### src/rtl/load_group_pkg.sv
// shared constants and types for the 8-bit load group decoder
package load_group_pkg;
	localparam logic [7:0] PREFIX_FIRST = 8'hDD;
	localparam logic [7:0] PREFIX_SECOND = 8'hFD;
	localparam logic [7:0] OP_STORE_IMM = 8'h36;
	localparam logic [1:0] GRP_MOVE = 2'h1;
	localparam logic [1:0] GRP_IMM = 2'h0;
	localparam logic [2:0] FIELD_MEM = 3'h6;
	localparam logic [2:0] REG_A = 3'h7;
	localparam logic [2:0] REG_B = 3'h0;
	localparam logic [2:0] REG_C = 3'h1;
	localparam logic [2:0] REG_D = 3'h2;
	localparam logic [2:0] REG_E = 3'h3;
	localparam logic [2:0] REG_H = 3'h4;
	localparam logic [2:0] REG_L = 3'h5;
	// T states of each machine cycle kind
	localparam logic [2:0] T_FETCH = 3'h4;
	localparam logic [2:0] T_MEM = 3'h3;
	localparam logic [2:0] T_ADD = 3'h5;
	localparam real CLK_MHZ = 100.0;
	localparam logic [7:0] RESET_BYTE = 8'h00;
	localparam logic [15:0] RESET_WORD = 16'h0000;

	typedef struct packed {
		logic [7:0] a;
		logic [7:0] f;
		logic [7:0] b;
		logic [7:0] c;
		logic [7:0] d;
		logic [7:0] e;
		logic [7:0] h;
		logic [7:0] l;
		logic [15:0] first_index_pointer;
		logic [15:0] second_index_pointer;
	} regfile_t;

	typedef struct packed {
		logic rd;
		logic wr;
		logic [15:0] addr;
		logic [7:0] wdata;
	} mem_req_t;
endpackage : load_group_pkg

### src/rtl/eight_bit_load_group_decode.sv
// decoder and executor for the 8-bit load group
// What this block does
// - register move, one machine cycle, 4 T
// - fields A=111 B..L=000..101 decoded
// - immediate load into register, 7 T
// - register loaded from pointer pair, 7 T
// - first index prefix load, 19 T
// - second index prefix load, 19 T
// - displacement signed, added to index pointer
// - register stored through pointer pair, 7 T
// - register stored at first index, 19 T
// - register stored at second index, 19 T
// - immediate stored through pointer pair, 10 T
// - machine cycles of listed T states each
`timescale 1ns/1ns
module eight_bit_load_group_decode (
	input wire logic i_mclk,
	input wire logic i_rst,
	input wire logic [7:0] i_mem_rdata,
	output load_group_pkg::mem_req_t o_mem,
	output load_group_pkg::regfile_t o_regs,
	output logic o_fetch,
	output logic o_done
);
	////////////////////////////////////////////////////////////////////
	// memory data synchronised; program bytes hold for a whole machine cycle
	logic [7:0] rd_s1_reg;
	logic [7:0] rd_s2_reg;

	typedef enum logic [5:0] {
		ST_FETCH = 6'b00_0001,
		ST_PFETCH = 6'b00_0010,
		ST_OPER = 6'b00_0100,
		ST_ADD = 6'b00_1000,
		ST_MEM = 6'b01_0000,
		ST_IMM2 = 6'b10_0000
	} state_t;

	state_t st_reg, st_next;
	logic [2:0] t_reg, t_next;
	logic [7:0] op_reg, op_next;
	logic [7:0] disp_reg, disp_next;
	logic [7:0] imm_reg, imm_next;
	logic [1:0] idx_reg, idx_next;
	logic [15:0] ea_reg, ea_next;
	logic [15:0] pc_reg, pc_next;
	load_group_pkg::regfile_t rf_reg, rf_next;
	load_group_pkg::mem_req_t mem_reg, mem_next;
	logic fetch_reg, fetch_next;
	logic done_reg, done_next;
	logic last_t;
	logic [7:0] byte_in;

	////////////////////////////////////////////////////////////////////
	function automatic logic [7:0] get_reg(input load_group_pkg::regfile_t rf,
		input logic [2:0] sel);
		case (sel)
			load_group_pkg::REG_A: get_reg = rf.a;
			load_group_pkg::REG_B: get_reg = rf.b;
			load_group_pkg::REG_C: get_reg = rf.c;
			load_group_pkg::REG_D: get_reg = rf.d;
			load_group_pkg::REG_E: get_reg = rf.e;
			load_group_pkg::REG_H: get_reg = rf.h;
			load_group_pkg::REG_L: get_reg = rf.l;
			default: get_reg = load_group_pkg::RESET_BYTE;
		endcase
	endfunction : get_reg

	// field 110 never writes a register, flags never touched
	function automatic load_group_pkg::regfile_t put_reg(input load_group_pkg::regfile_t rf,
		input logic [2:0] sel, input logic [7:0] v);
		load_group_pkg::regfile_t r;
		r = rf;
		case (sel)
			load_group_pkg::REG_A: r.a = v;
			load_group_pkg::REG_B: r.b = v;
			load_group_pkg::REG_C: r.c = v;
			load_group_pkg::REG_D: r.d = v;
			load_group_pkg::REG_E: r.e = v;
			load_group_pkg::REG_H: r.h = v;
			load_group_pkg::REG_L: r.l = v;
			default: r = rf;
		endcase
		put_reg = r;
	endfunction : put_reg

	function automatic logic [15:0] index_addr(input logic [15:0] base,
		input logic [7:0] d);
		index_addr = base + {{8{d[7]}}, d};
	endfunction : index_addr

	assign byte_in = rd_s2_reg;

	////////////////////////////////////////////////////////////////////
	always_comb begin
		st_next = st_reg;
		t_next = t_reg + 3'h1;
		op_next = op_reg;
		disp_next = disp_reg;
		imm_next = imm_reg;
		idx_next = idx_reg;
		ea_next = ea_reg;
		pc_next = pc_reg;
		rf_next = rf_reg;
		mem_next = mem_reg;
		fetch_next = 1'b0;
		done_next = 1'b0;
		last_t = 1'b0;
		case (st_reg)
			ST_FETCH: begin
				last_t = (t_reg == load_group_pkg::T_FETCH);
				if (last_t) begin
					t_next = 3'h1;
					pc_next = pc_reg + 16'h0001;
					fetch_next = 1'b1;
					op_next = byte_in;
					if (byte_in == load_group_pkg::PREFIX_FIRST
						|| byte_in == load_group_pkg::PREFIX_SECOND) begin
						idx_next = (byte_in == load_group_pkg::PREFIX_FIRST) ? 2'h1 : 2'h2;
						st_next = ST_PFETCH;
					end else if (byte_in[7:6] == load_group_pkg::GRP_MOVE
						&& byte_in[5:3] != load_group_pkg::FIELD_MEM
						&& byte_in[2:0] != load_group_pkg::FIELD_MEM) begin
						rf_next = put_reg(rf_reg, byte_in[5:3],
							get_reg(rf_reg, byte_in[2:0]));
						done_next = 1'b1;
					end else if (byte_in[7:6] == load_group_pkg::GRP_MOVE
						&& (byte_in[5:3] == load_group_pkg::FIELD_MEM)
						!= (byte_in[2:0] == load_group_pkg::FIELD_MEM)) begin
						ea_next = {rf_reg.h, rf_reg.l};
						st_next = ST_MEM;
					end else if (byte_in == load_group_pkg::OP_STORE_IMM
						|| (byte_in[7:6] == load_group_pkg::GRP_IMM
						&& byte_in[2:0] == load_group_pkg::FIELD_MEM)) begin
						st_next = ST_OPER;
					end else begin
						done_next = 1'b1;
					end
				end
			end
			ST_PFETCH: begin
				last_t = (t_reg == load_group_pkg::T_FETCH);
				if (last_t) begin
					t_next = 3'h1;
					pc_next = pc_reg + 16'h0001;
					fetch_next = 1'b1;
					op_next = byte_in;
					if (byte_in[7:6] == load_group_pkg::GRP_MOVE
						&& ((byte_in[5:3] == load_group_pkg::FIELD_MEM)
						!= (byte_in[2:0] == load_group_pkg::FIELD_MEM))) begin
						st_next = ST_OPER;
					end else begin
						st_next = ST_FETCH;
						idx_next = 2'h0;
						done_next = 1'b1;
					end
				end
			end
			ST_OPER: begin
				last_t = (t_reg == load_group_pkg::T_MEM);
				if (last_t) begin
					t_next = 3'h1;
					pc_next = pc_reg + 16'h0001;
					if (idx_reg != 2'h0) begin
						disp_next = byte_in;
						st_next = ST_ADD;
					end else if (op_reg == load_group_pkg::OP_STORE_IMM) begin
						imm_next = byte_in;
						ea_next = {rf_reg.h, rf_reg.l};
						st_next = ST_MEM;
					end else begin
						rf_next = put_reg(rf_reg, op_reg[5:3], byte_in);
						st_next = ST_FETCH;
						done_next = 1'b1;
					end
				end
			end
			ST_ADD: begin // address add cycle of 5 T
				last_t = (t_reg == load_group_pkg::T_ADD);
				if (last_t) begin
					t_next = 3'h1;
					ea_next = index_addr((idx_reg == 2'h1) ? rf_reg.first_index_pointer
						: rf_reg.second_index_pointer,
						disp_reg);
					st_next = ST_MEM;
				end
			end
			ST_MEM: begin
				last_t = (t_reg == load_group_pkg::T_MEM);
				if (last_t) begin
					t_next = 3'h1;
					if (op_reg[5:3] != load_group_pkg::FIELD_MEM) begin
						rf_next = put_reg(rf_reg, op_reg[5:3], byte_in);
					end
					idx_next = 2'h0;
					st_next = ST_FETCH;
					done_next = 1'b1;
				end
			end
			default: begin
				st_next = ST_FETCH;
				t_next = 3'h1;
			end
		endcase
		// request for the coming T: data crosses two sync flops, so a read
		// must be on the bus from T1 to be usable at the last T of a 3 T cycle
		mem_next.rd = 1'b0;
		mem_next.wr = 1'b0;
		case (st_next)
			ST_FETCH, ST_PFETCH, ST_OPER: begin
				mem_next.rd = 1'b1;
				mem_next.addr = pc_next;
			end
			ST_MEM: begin
				mem_next.addr = ea_next;
				if (op_next[5:3] == load_group_pkg::FIELD_MEM) begin
					mem_next.wr = (t_next != load_group_pkg::T_MEM);
					mem_next.wdata = (op_next == load_group_pkg::OP_STORE_IMM) ? imm_next
						: get_reg(rf_next, op_next[2:0]);
				end else begin
					mem_next.rd = 1'b1;
				end
			end
			default: begin
				mem_next.addr = mem_reg.addr;
			end
		endcase
	end

	always_ff @(posedge i_mclk or posedge i_rst) begin
		if (i_rst) begin
			rd_s1_reg <= load_group_pkg::RESET_BYTE;
			rd_s2_reg <= load_group_pkg::RESET_BYTE;
			st_reg <= ST_FETCH;
			t_reg <= 3'h1;
			op_reg <= load_group_pkg::RESET_BYTE;
			disp_reg <= load_group_pkg::RESET_BYTE;
			imm_reg <= load_group_pkg::RESET_BYTE;
			idx_reg <= 2'h0;
			ea_reg <= load_group_pkg::RESET_WORD;
			pc_reg <= load_group_pkg::RESET_WORD;
			rf_reg <= '0;
			mem_reg <= '0;
			fetch_reg <= 1'b0;
			done_reg <= 1'b0;
		end else begin
			rd_s1_reg <= i_mem_rdata;
			rd_s2_reg <= rd_s1_reg;
			st_reg <= st_next;
			t_reg <= t_next;
			op_reg <= op_next;
			disp_reg <= disp_next;
			imm_reg <= imm_next;
			idx_reg <= idx_next;
			ea_reg <= ea_next;
			pc_reg <= pc_next;
			rf_reg <= rf_next;
			mem_reg <= mem_next;
			fetch_reg <= fetch_next;
			done_reg <= done_next;
		end
	end

	assign o_mem = mem_reg;
	assign o_regs = rf_reg;
	assign o_fetch = fetch_reg;
	assign o_done = done_reg;
endmodule : eight_bit_load_group_decode

### config.mk
export PLATFORM = sky130hd
export DESIGN_NAME = eight_bit_load_group_decode
export DESIGN_NICKNAME = d
export VERILOG_FILES = /design/src/rtl/load_group_pkg.sv /design/src/rtl/eight_bit_load_group_decode.sv
export SDC_FILE = /design/constraint.sdc
export NUM_CORES = 1
export LEC_CHECK = 0
export ABC_AREA = 1
export BUFFER_PORTS_ARGS = -buffer_cell sky130_fd_sc_hd__buf_2
export CORE_ASPECT_RATIO = 0.7
export CORE_MARGIN = 2
export CORE_UTILIZATION = 59
export CTS_CLUSTER_DIAMETER = 150
export DETAILED_ROUTE_END_ITERATION = 16
export GPL_ROUTABILITY_DRIVEN = 1
export PLACE_DENSITY = 0.82
export SETUP_SLACK_MARGIN = 0.05
export SLEW_MARGIN = 20
export SYNTH_ARGS = -nofsm -noshare
export SYNTH_HDL_FRONTEND = slang
export SYNTH_SLANG_ARGS = --single-unit
### constraint.sdc
create_clock -name i_mclk -period 7.06 [get_ports i_mclk]
set_input_delay 1.059 -clock i_mclk [delete_from_list [all_inputs] [get_ports i_mclk]]
set_output_delay 1.059 -clock i_mclk [all_outputs]
set_load 0.1 [all_outputs]
==> results of run 1 <==
## through the flow
stage / instances / utilization / hold slack [ns] / total power [mW]
CTS: 1704 / 0.668 / 0.353 / 2.43
floorplan: 1436 / - / 0.331 / 1.38
global route: 1704 / 0.668 / 0.369 / 2.52
detailed placement: 1672 / 0.630 / 0.336 / 1.47
finish: 1704 / 0.668 / 0.352 / 2.44
global placement: 1672 / 0.630 / 0.333 / 1.47
## power groups by stage
stage	Sequential, mW	Clock, mW	Combinational (mW)
after floorplan	1.05	0	0.332
after global placement	1.04	0	0.425
after detailed placement	1.04	0	0.430
after CTS	1.02	0.975	0.431
after global routing	1.03	1.02	0.468
final	1.03	0.976	0.443
## path summary, 6_finish.rpt
check                                   from    endpoint  slack (ns)  depth (start not counted)
max in group asynchronous              i_rst  imm_reg[5]        4.83                          3
min in group asynchronous              i_rst  o_regs[72]        0.85                          2
worst min register to register  rd_s1_reg[0]  byte_in[0]        0.35                          0
worst max-delay path                t_reg[0]    o_mem[4]        3.24                         12
worst min-delay path            rd_s1_reg[0]  byte_in[0]        0.35                          0
worst max register to register      t_reg[0]    o_mem[4]        3.24                         12
## kinds of logic after synthesis
logic type / after synthesis
AND/OR/NAND/NOR: 837
buffers and inverters: 245
flip-flops: 167
AO/OA/AOI/OAI: 132
XOR/XNOR: 7
adder cells (fa/ha/maj): 7
other: 1
## routing by layer
metal,GRT usage,wire (µm),vias up
met5,0,0,-
met4,0.108,697,0
met3,0.148,5160,80
met2,0.490,13000,777
met1,0.559,13300,4708
li1,-,-,4547
## final cells by class
| class | instances | area, µm² |
|---|---|---|
| Multi-Input combinational cell | 1024 | 4690 |
| Clock buffer | 18 | 439 |
| Sequential cell | 167 | 4180 |
| Clock inverter | 14 | 176 |
| Timing Repair Buffer | 102 | 533 |
| Fill cell | 1458 | 5410 |
| Tap cell | 225 | 282 |
| Inverter | 154 | 586 |
## cells in the mapped netlist, types with 2 or more instances
| master | count | area [µm²] |
|---|---|---|
| nand2_1 | 463 | 1740 |
| nand3_1 | 183 | 916 |
| dfrtp_1 | 165 | 4130 |
| inv_1 | 145 | 544 |
| nor2_1 | 117 | 439 |
| o21ai_0 | 73 | 365 |
| nand4_1 | 46 | 288 |
| buf_4 | 44 | 330 |
| clkbuf_1 | 27 | 101 |
| a21oi_1 | 24 | 120 |
| o211ai_1 | 17 | 128 |
| buf_2 | 12 | 60.1 |
| ha_1 | 7 | 87.6 |
| buf_1 | 5 | 18.8 |
| nor2_2 | 5 | 31.3 |
| o21ai_1 | 5 | 25.0 |
| clkinv_1 | 4 | 15.0 |
| inv_2 | 4 | 15.0 |
| nor2_4 | 4 | 45.0 |
| nor3_2 | 4 | 40.0 |
| xor2_1 | 4 | 35.0 |
| a31oi_1 | 3 | 18.8 |
| nor3_1 | 3 | 15.0 |
| xnor2_1 | 3 | 26.3 |
| clkbuf_2 | 2 | 10.0 |
| dfstp_2 | 2 | 52.6 |
| nand2_2 | 2 | 12.5 |
| nand2_4 | 2 | 22.5 |
| nand3_2 | 2 | 20.0 |
| o221ai_1 | 2 | 17.5 |
| o31ai_1 | 2 | 15.0 |
==> impl_metrics.tcl, run 1 <==
set metrics [dict create \
    status "completed" \
    num_rows 39 \
    postCtsSetupBuffers 0 \
    skew_ns 0.0202 \
    rsz0062_at_grt "no" \
    fin_nets 1483 \
    power.share.switching 0.357 \
    largest_reg_flops 56 \
    die_w_um 158 \
    place_ws_ns 3.40 \
    numCtsBuffers 17 \
    syn2layout_area_growth_pct 10.8 \
    p_comb_frac 0.181 \
    die_h_um 112 \
    hold_buffers 0 \
    synth_mux_area_frac 0 \
    grt_first_pass_wirelength_mm 49.8 \
    min_period_ns 3.82 \
    cp_cell_sequence "ha_1 -> ha_1 -> inv_1 -> nor2_1 -> nand4_1 -> a21boi_2 -> nand3b_4 -> inv_1 -> nor2_4 -> nand2_1 -> inv_1 -> a21oi_1" \
    path_class "reg -> reg" \
    synth_edf_count 0 \
    synth_area_um2 9830 \
    fmaxAchievable_mhz 262 \
    antenna_found_initial 1 \
    synth-xor-area-share 0.00624 \
    setup_violations 0 \
    drt.antenna.violating_nets 0 \
    synth-adder-area-share 0.00891 \
    p_int_mw 1.57 \
    insertedDiodeCount 0 \
    io_pins 134 \
    cap_viol_max_count 0 \
    worst-path-buf-inv 3 \
    place_congestion 0.986 \
    max_slew_margin 0.365 \
    tightest_slew_ns 0.949 \
    synth_cell_type_count 46 \
    crit_path_end_kind "flip-flop" \
    dr.pass1.iters 7 \
    period_share 0.541 \
    placed_area_um2 10300 \
    grt_start_max_net_pins 107 \
    worst_path_dominant_cell_family "simple AND/OR/NAND/NOR gates" \
    layout_setup_ws_ns 3.24 \
    synth_compound_area_frac 0.0763 \
    ys.flop_type "dfrtp_1" \
    ir_worst_vdd_mv 0.114 \
    final_area_um2 10900 \
    grt_use_total 0.371 \
    p_clk_frac 0.399 \
    wl_per_cell_um 18.9 \
    cts_tree "built" \
    finalSetupTns_ns 0 \
    hold_violations 0 \
    synth-simple-area-share 0.369 \
    slew_viol_final 0 \
    cts_resized 0 \
    clk_latency_ns 0.45 \
    ctsLongestPathBuffers 2 \
    powerDensity_nw_per_um2 225 \
    viasPerCell 5.93 \
    synth_warnings 0 \
    drtIter0Drc 1438 \
    initial_utilization 0.603 \
    drive_above_1_share 0.114 \
    ys_ff_latch 167 \
    async_flop_share 1.00 \
    switchingPower_mw 0.872 \
    crit_top_cell "inv_1" \
    syn_area_per_cell_um2 7.04 \
    synth_cells 1396 \
    place_hpwl_mm 22.6 \
    slowest_stage "nand4_1" \
    start_kind "flip-flop" \
    hold_class "reg -> reg" \
    final_common_cell "nand2_1" \
    worstPathMaxFanout 18 \
    power_leakage_nw 5.96 \
    cts_max_level 4 \
    grt_pass1_vias 9156 \
    wl_mm 32.2 \
    ys_seq_area_frac 0.426 \
    drc 0 \
    cts_root_buffer "clkbuf_16" \
    cp.required_ns 7.40 \
    cts_sinks 167 \
    path_clk_slew_ns 0.08 \
    arrival_ns 4.16 \
    vias 10100 \
    seqPwrFrac 0.419 \
    critPathMaxStageDelay_ns 0.62 \
    overflow 0 \
    dieArea_um2 17700 \
    io_buffer_count 93 \
    synth_top_family_by_area "simple AND/OR/NAND/NOR gates" \
    layout_common_cells "463 x nand2_1, 183 x nand3_1, 165 x dfrtp_1, 144 x inv_1, 117 x nor2_1" \
    core-area_um2 16300 \
]
Power figures use the tool's default switching activity.
==> run 2, diff against run 1 <==
- clock period: 7.06 -> 3.6 ns (I/O delays scaled with it)
==> run 2 against run 1 <==
  * Sequential power rose by 95%
  * Register-to-register slack got worse by 2.9 ns
  * Critical path depth is 4 higher
  * Non-clock buffer count up 31
  * Sequential cell count unchanged
  * Utilization grew 1.4 points
  * Final cell count increased by 1.8%
  * Clock power is 94% higher
  * First-iteration DRC count increased by 18%
  * Clock-buffer cell count did not move
  * Maximum frequency grew 16%
  * Clock skew fell by 0.0077 ns
  * Critical path type unchanged
  * Largest power group unchanged
  * Highest routed layer unchanged
==> impl_metrics.tcl, run 2 (synthesized netlist as in run 1, its figures left out) <==
set metrics [dict create \
    cts_sinks 167 \
    finalNonFillerCells 1735 \
    place_congestion 1.06 \
    cts_resized 0 \
    status "completed" \
    power_leakage_nw 6.10 \
    num_rows 39 \
    viasPerCell 5.90 \
    numCtsBuffers 17 \
    hold_violations 0 \
    layout_setup_ws_ns 0.309 \
    arrival_ns 3.65 \
    io_buffer_count 93 \
    clk_latency_ns 0.45 \
    r2r_setup_slack_ns 0.31 \
    initial_utilization 0.603 \
    hold_buffers 0 \
    largest_reg_flops 56 \
    antenna_found_initial 0 \
    cts_max_level 4 \
    worst-path-buf-inv 3 \
    io_pins 134 \
    wl_mm 34.4 \
    rsz0062_at_grt "no" \
    fmaxAchievable_mhz 304 \
    insertedDiodeCount 0 \
    syn2layout_area_growth_pct 13.2 \
    core-area_um2 16300 \
    fin_nets 1514 \
    finalPower_mw 4.86 \
    cts_tree "built" \
    dieArea_um2 17700 \
    grt_start_max_net_pins 56 \
    period_share 0.914 \
    place_hpwl_mm 25.0 \
    final_common_cell "nand2_1" \
    drc 0 \
    hold_class "in -> reg" \
    die_w_um 158 \
    drive_above_1_share 0.132 \
    critPathMaxStageDelay_ns 0.65 \
    crit_path_end_kind "flip-flop" \
    tightest_slew_ns 0.851 \
    cp_cell_sequence "inv_2 -> nand3_1 -> inv_2 -> nand2_1 -> nand2_1 -> nor2_1 -> nand3_1 -> nand2_1 -> inv_1 -> nand2_1 -> nand2_1 -> nand2_1 -> nor2_1 -> nand2_1 -> nand2_1 -> a21oi_1" \
    grt_use_total 0.397 \
    vias 10200 \
    post-route-util 0.682 \
    drtIter0Drc 1700 \
    powerDensity_nw_per_um2 437 \
    dr.pass1.iters 6 \
    slowest_stage "nor2_1" \
    path_class "reg -> reg" \
    cts_root_buffer "clkbuf_16" \
    max_slew_margin 0.431 \
    skew_ns 0.0124 \
    cap_viol_max_count 0 \
    ctsLongestPathBuffers 2 \
    dp_cells 1703 \
    hold_ws_ns 0.200 \
    worst_path_dominant_cell_family "simple AND/OR/NAND/NOR gates" \
    cp.required_ns 3.96 \
    placed_area_um2 10500 \
    final_area_um2 11100 \
    worstPathMaxFanout 16 \
    crit_top_cell "nand2_1" \
    drt.antenna.violating_nets 0 \
    finalSetupTns_ns 0 \
    grt_pass1_vias 9262 \
    ir_worst_vdd_mv 0.310 \
    setup_violations 0 \
    path_clk_slew_ns 0.07 \
    die_h_um 112 \
    postCtsSetupBuffers 0 \
    start_kind "flip-flop" \
    place_ws_ns 0.525 \
    overflow 0 \
    min_period_ns 3.29 \
    slew_viol_final 0 \
    wl_per_cell_um 19.8 \
    layout_common_cells "463 x nand2_1, 183 x nand3_1, 165 x dfrtp_1, 144 x inv_1, 117 x nor2_1" \
    grt_first_pass_wirelength_mm 52.9 \
]
## run 2: final timing paths
check / cells past startpoint / end / startpoint
worst max-delay path: 16 / o_mem[5] / byte_in[1]
worst min-delay path: 1 / rd_s1_reg[0] / i_mem_rdata[0]
worst max register to register: 16 / o_mem[5] / byte_in[1]
worst min register to register: 0 / byte_in[4] / rd_s1_reg[4]
max in group asynchronous: 4 / o_mem[21] / i_rst
min in group asynchronous: 2 / o_regs[92] / i_rst
## run 2: area by class of cell
| cell class | instances | area (µm²) |
|---|---|---|
| clock buffer | 18 | 429 |
| clock inverter | 14 | 163 |
| fill | 1413 | 5180 |
| inverter | 154 | 584 |
| multi-input combinational | 1024 | 4690 |
| sequential | 167 | 4180 |
| tap | 225 | 282 |
| timing repair buffer | 133 | 791 |
## run 2: metal layers
metal | GRT usage | up-vias | wire length, µm
met5 | 0 | - | 0
met4 | 0.108 | 0 | 869
met3 | 0.175 | 96 | 5630
met2 | 0.517 | 815 | 13600
met1 | 0.596 | 4710 | 14300
li1 | - | 4613 | -
## run 2: power by group
part / total [mW] / switching (mW) / leakage, nW / internal, mW
Combinational: 0.953 / 0.788 / 3.55 / 0.165
Clock: 1.89 / 0.850 / 0.282 / 1.04
Sequential: 2.01 / 0.0738 / 2.27 / 1.94
Total: 4.86 / 1.71 / 6.10 / 3.15
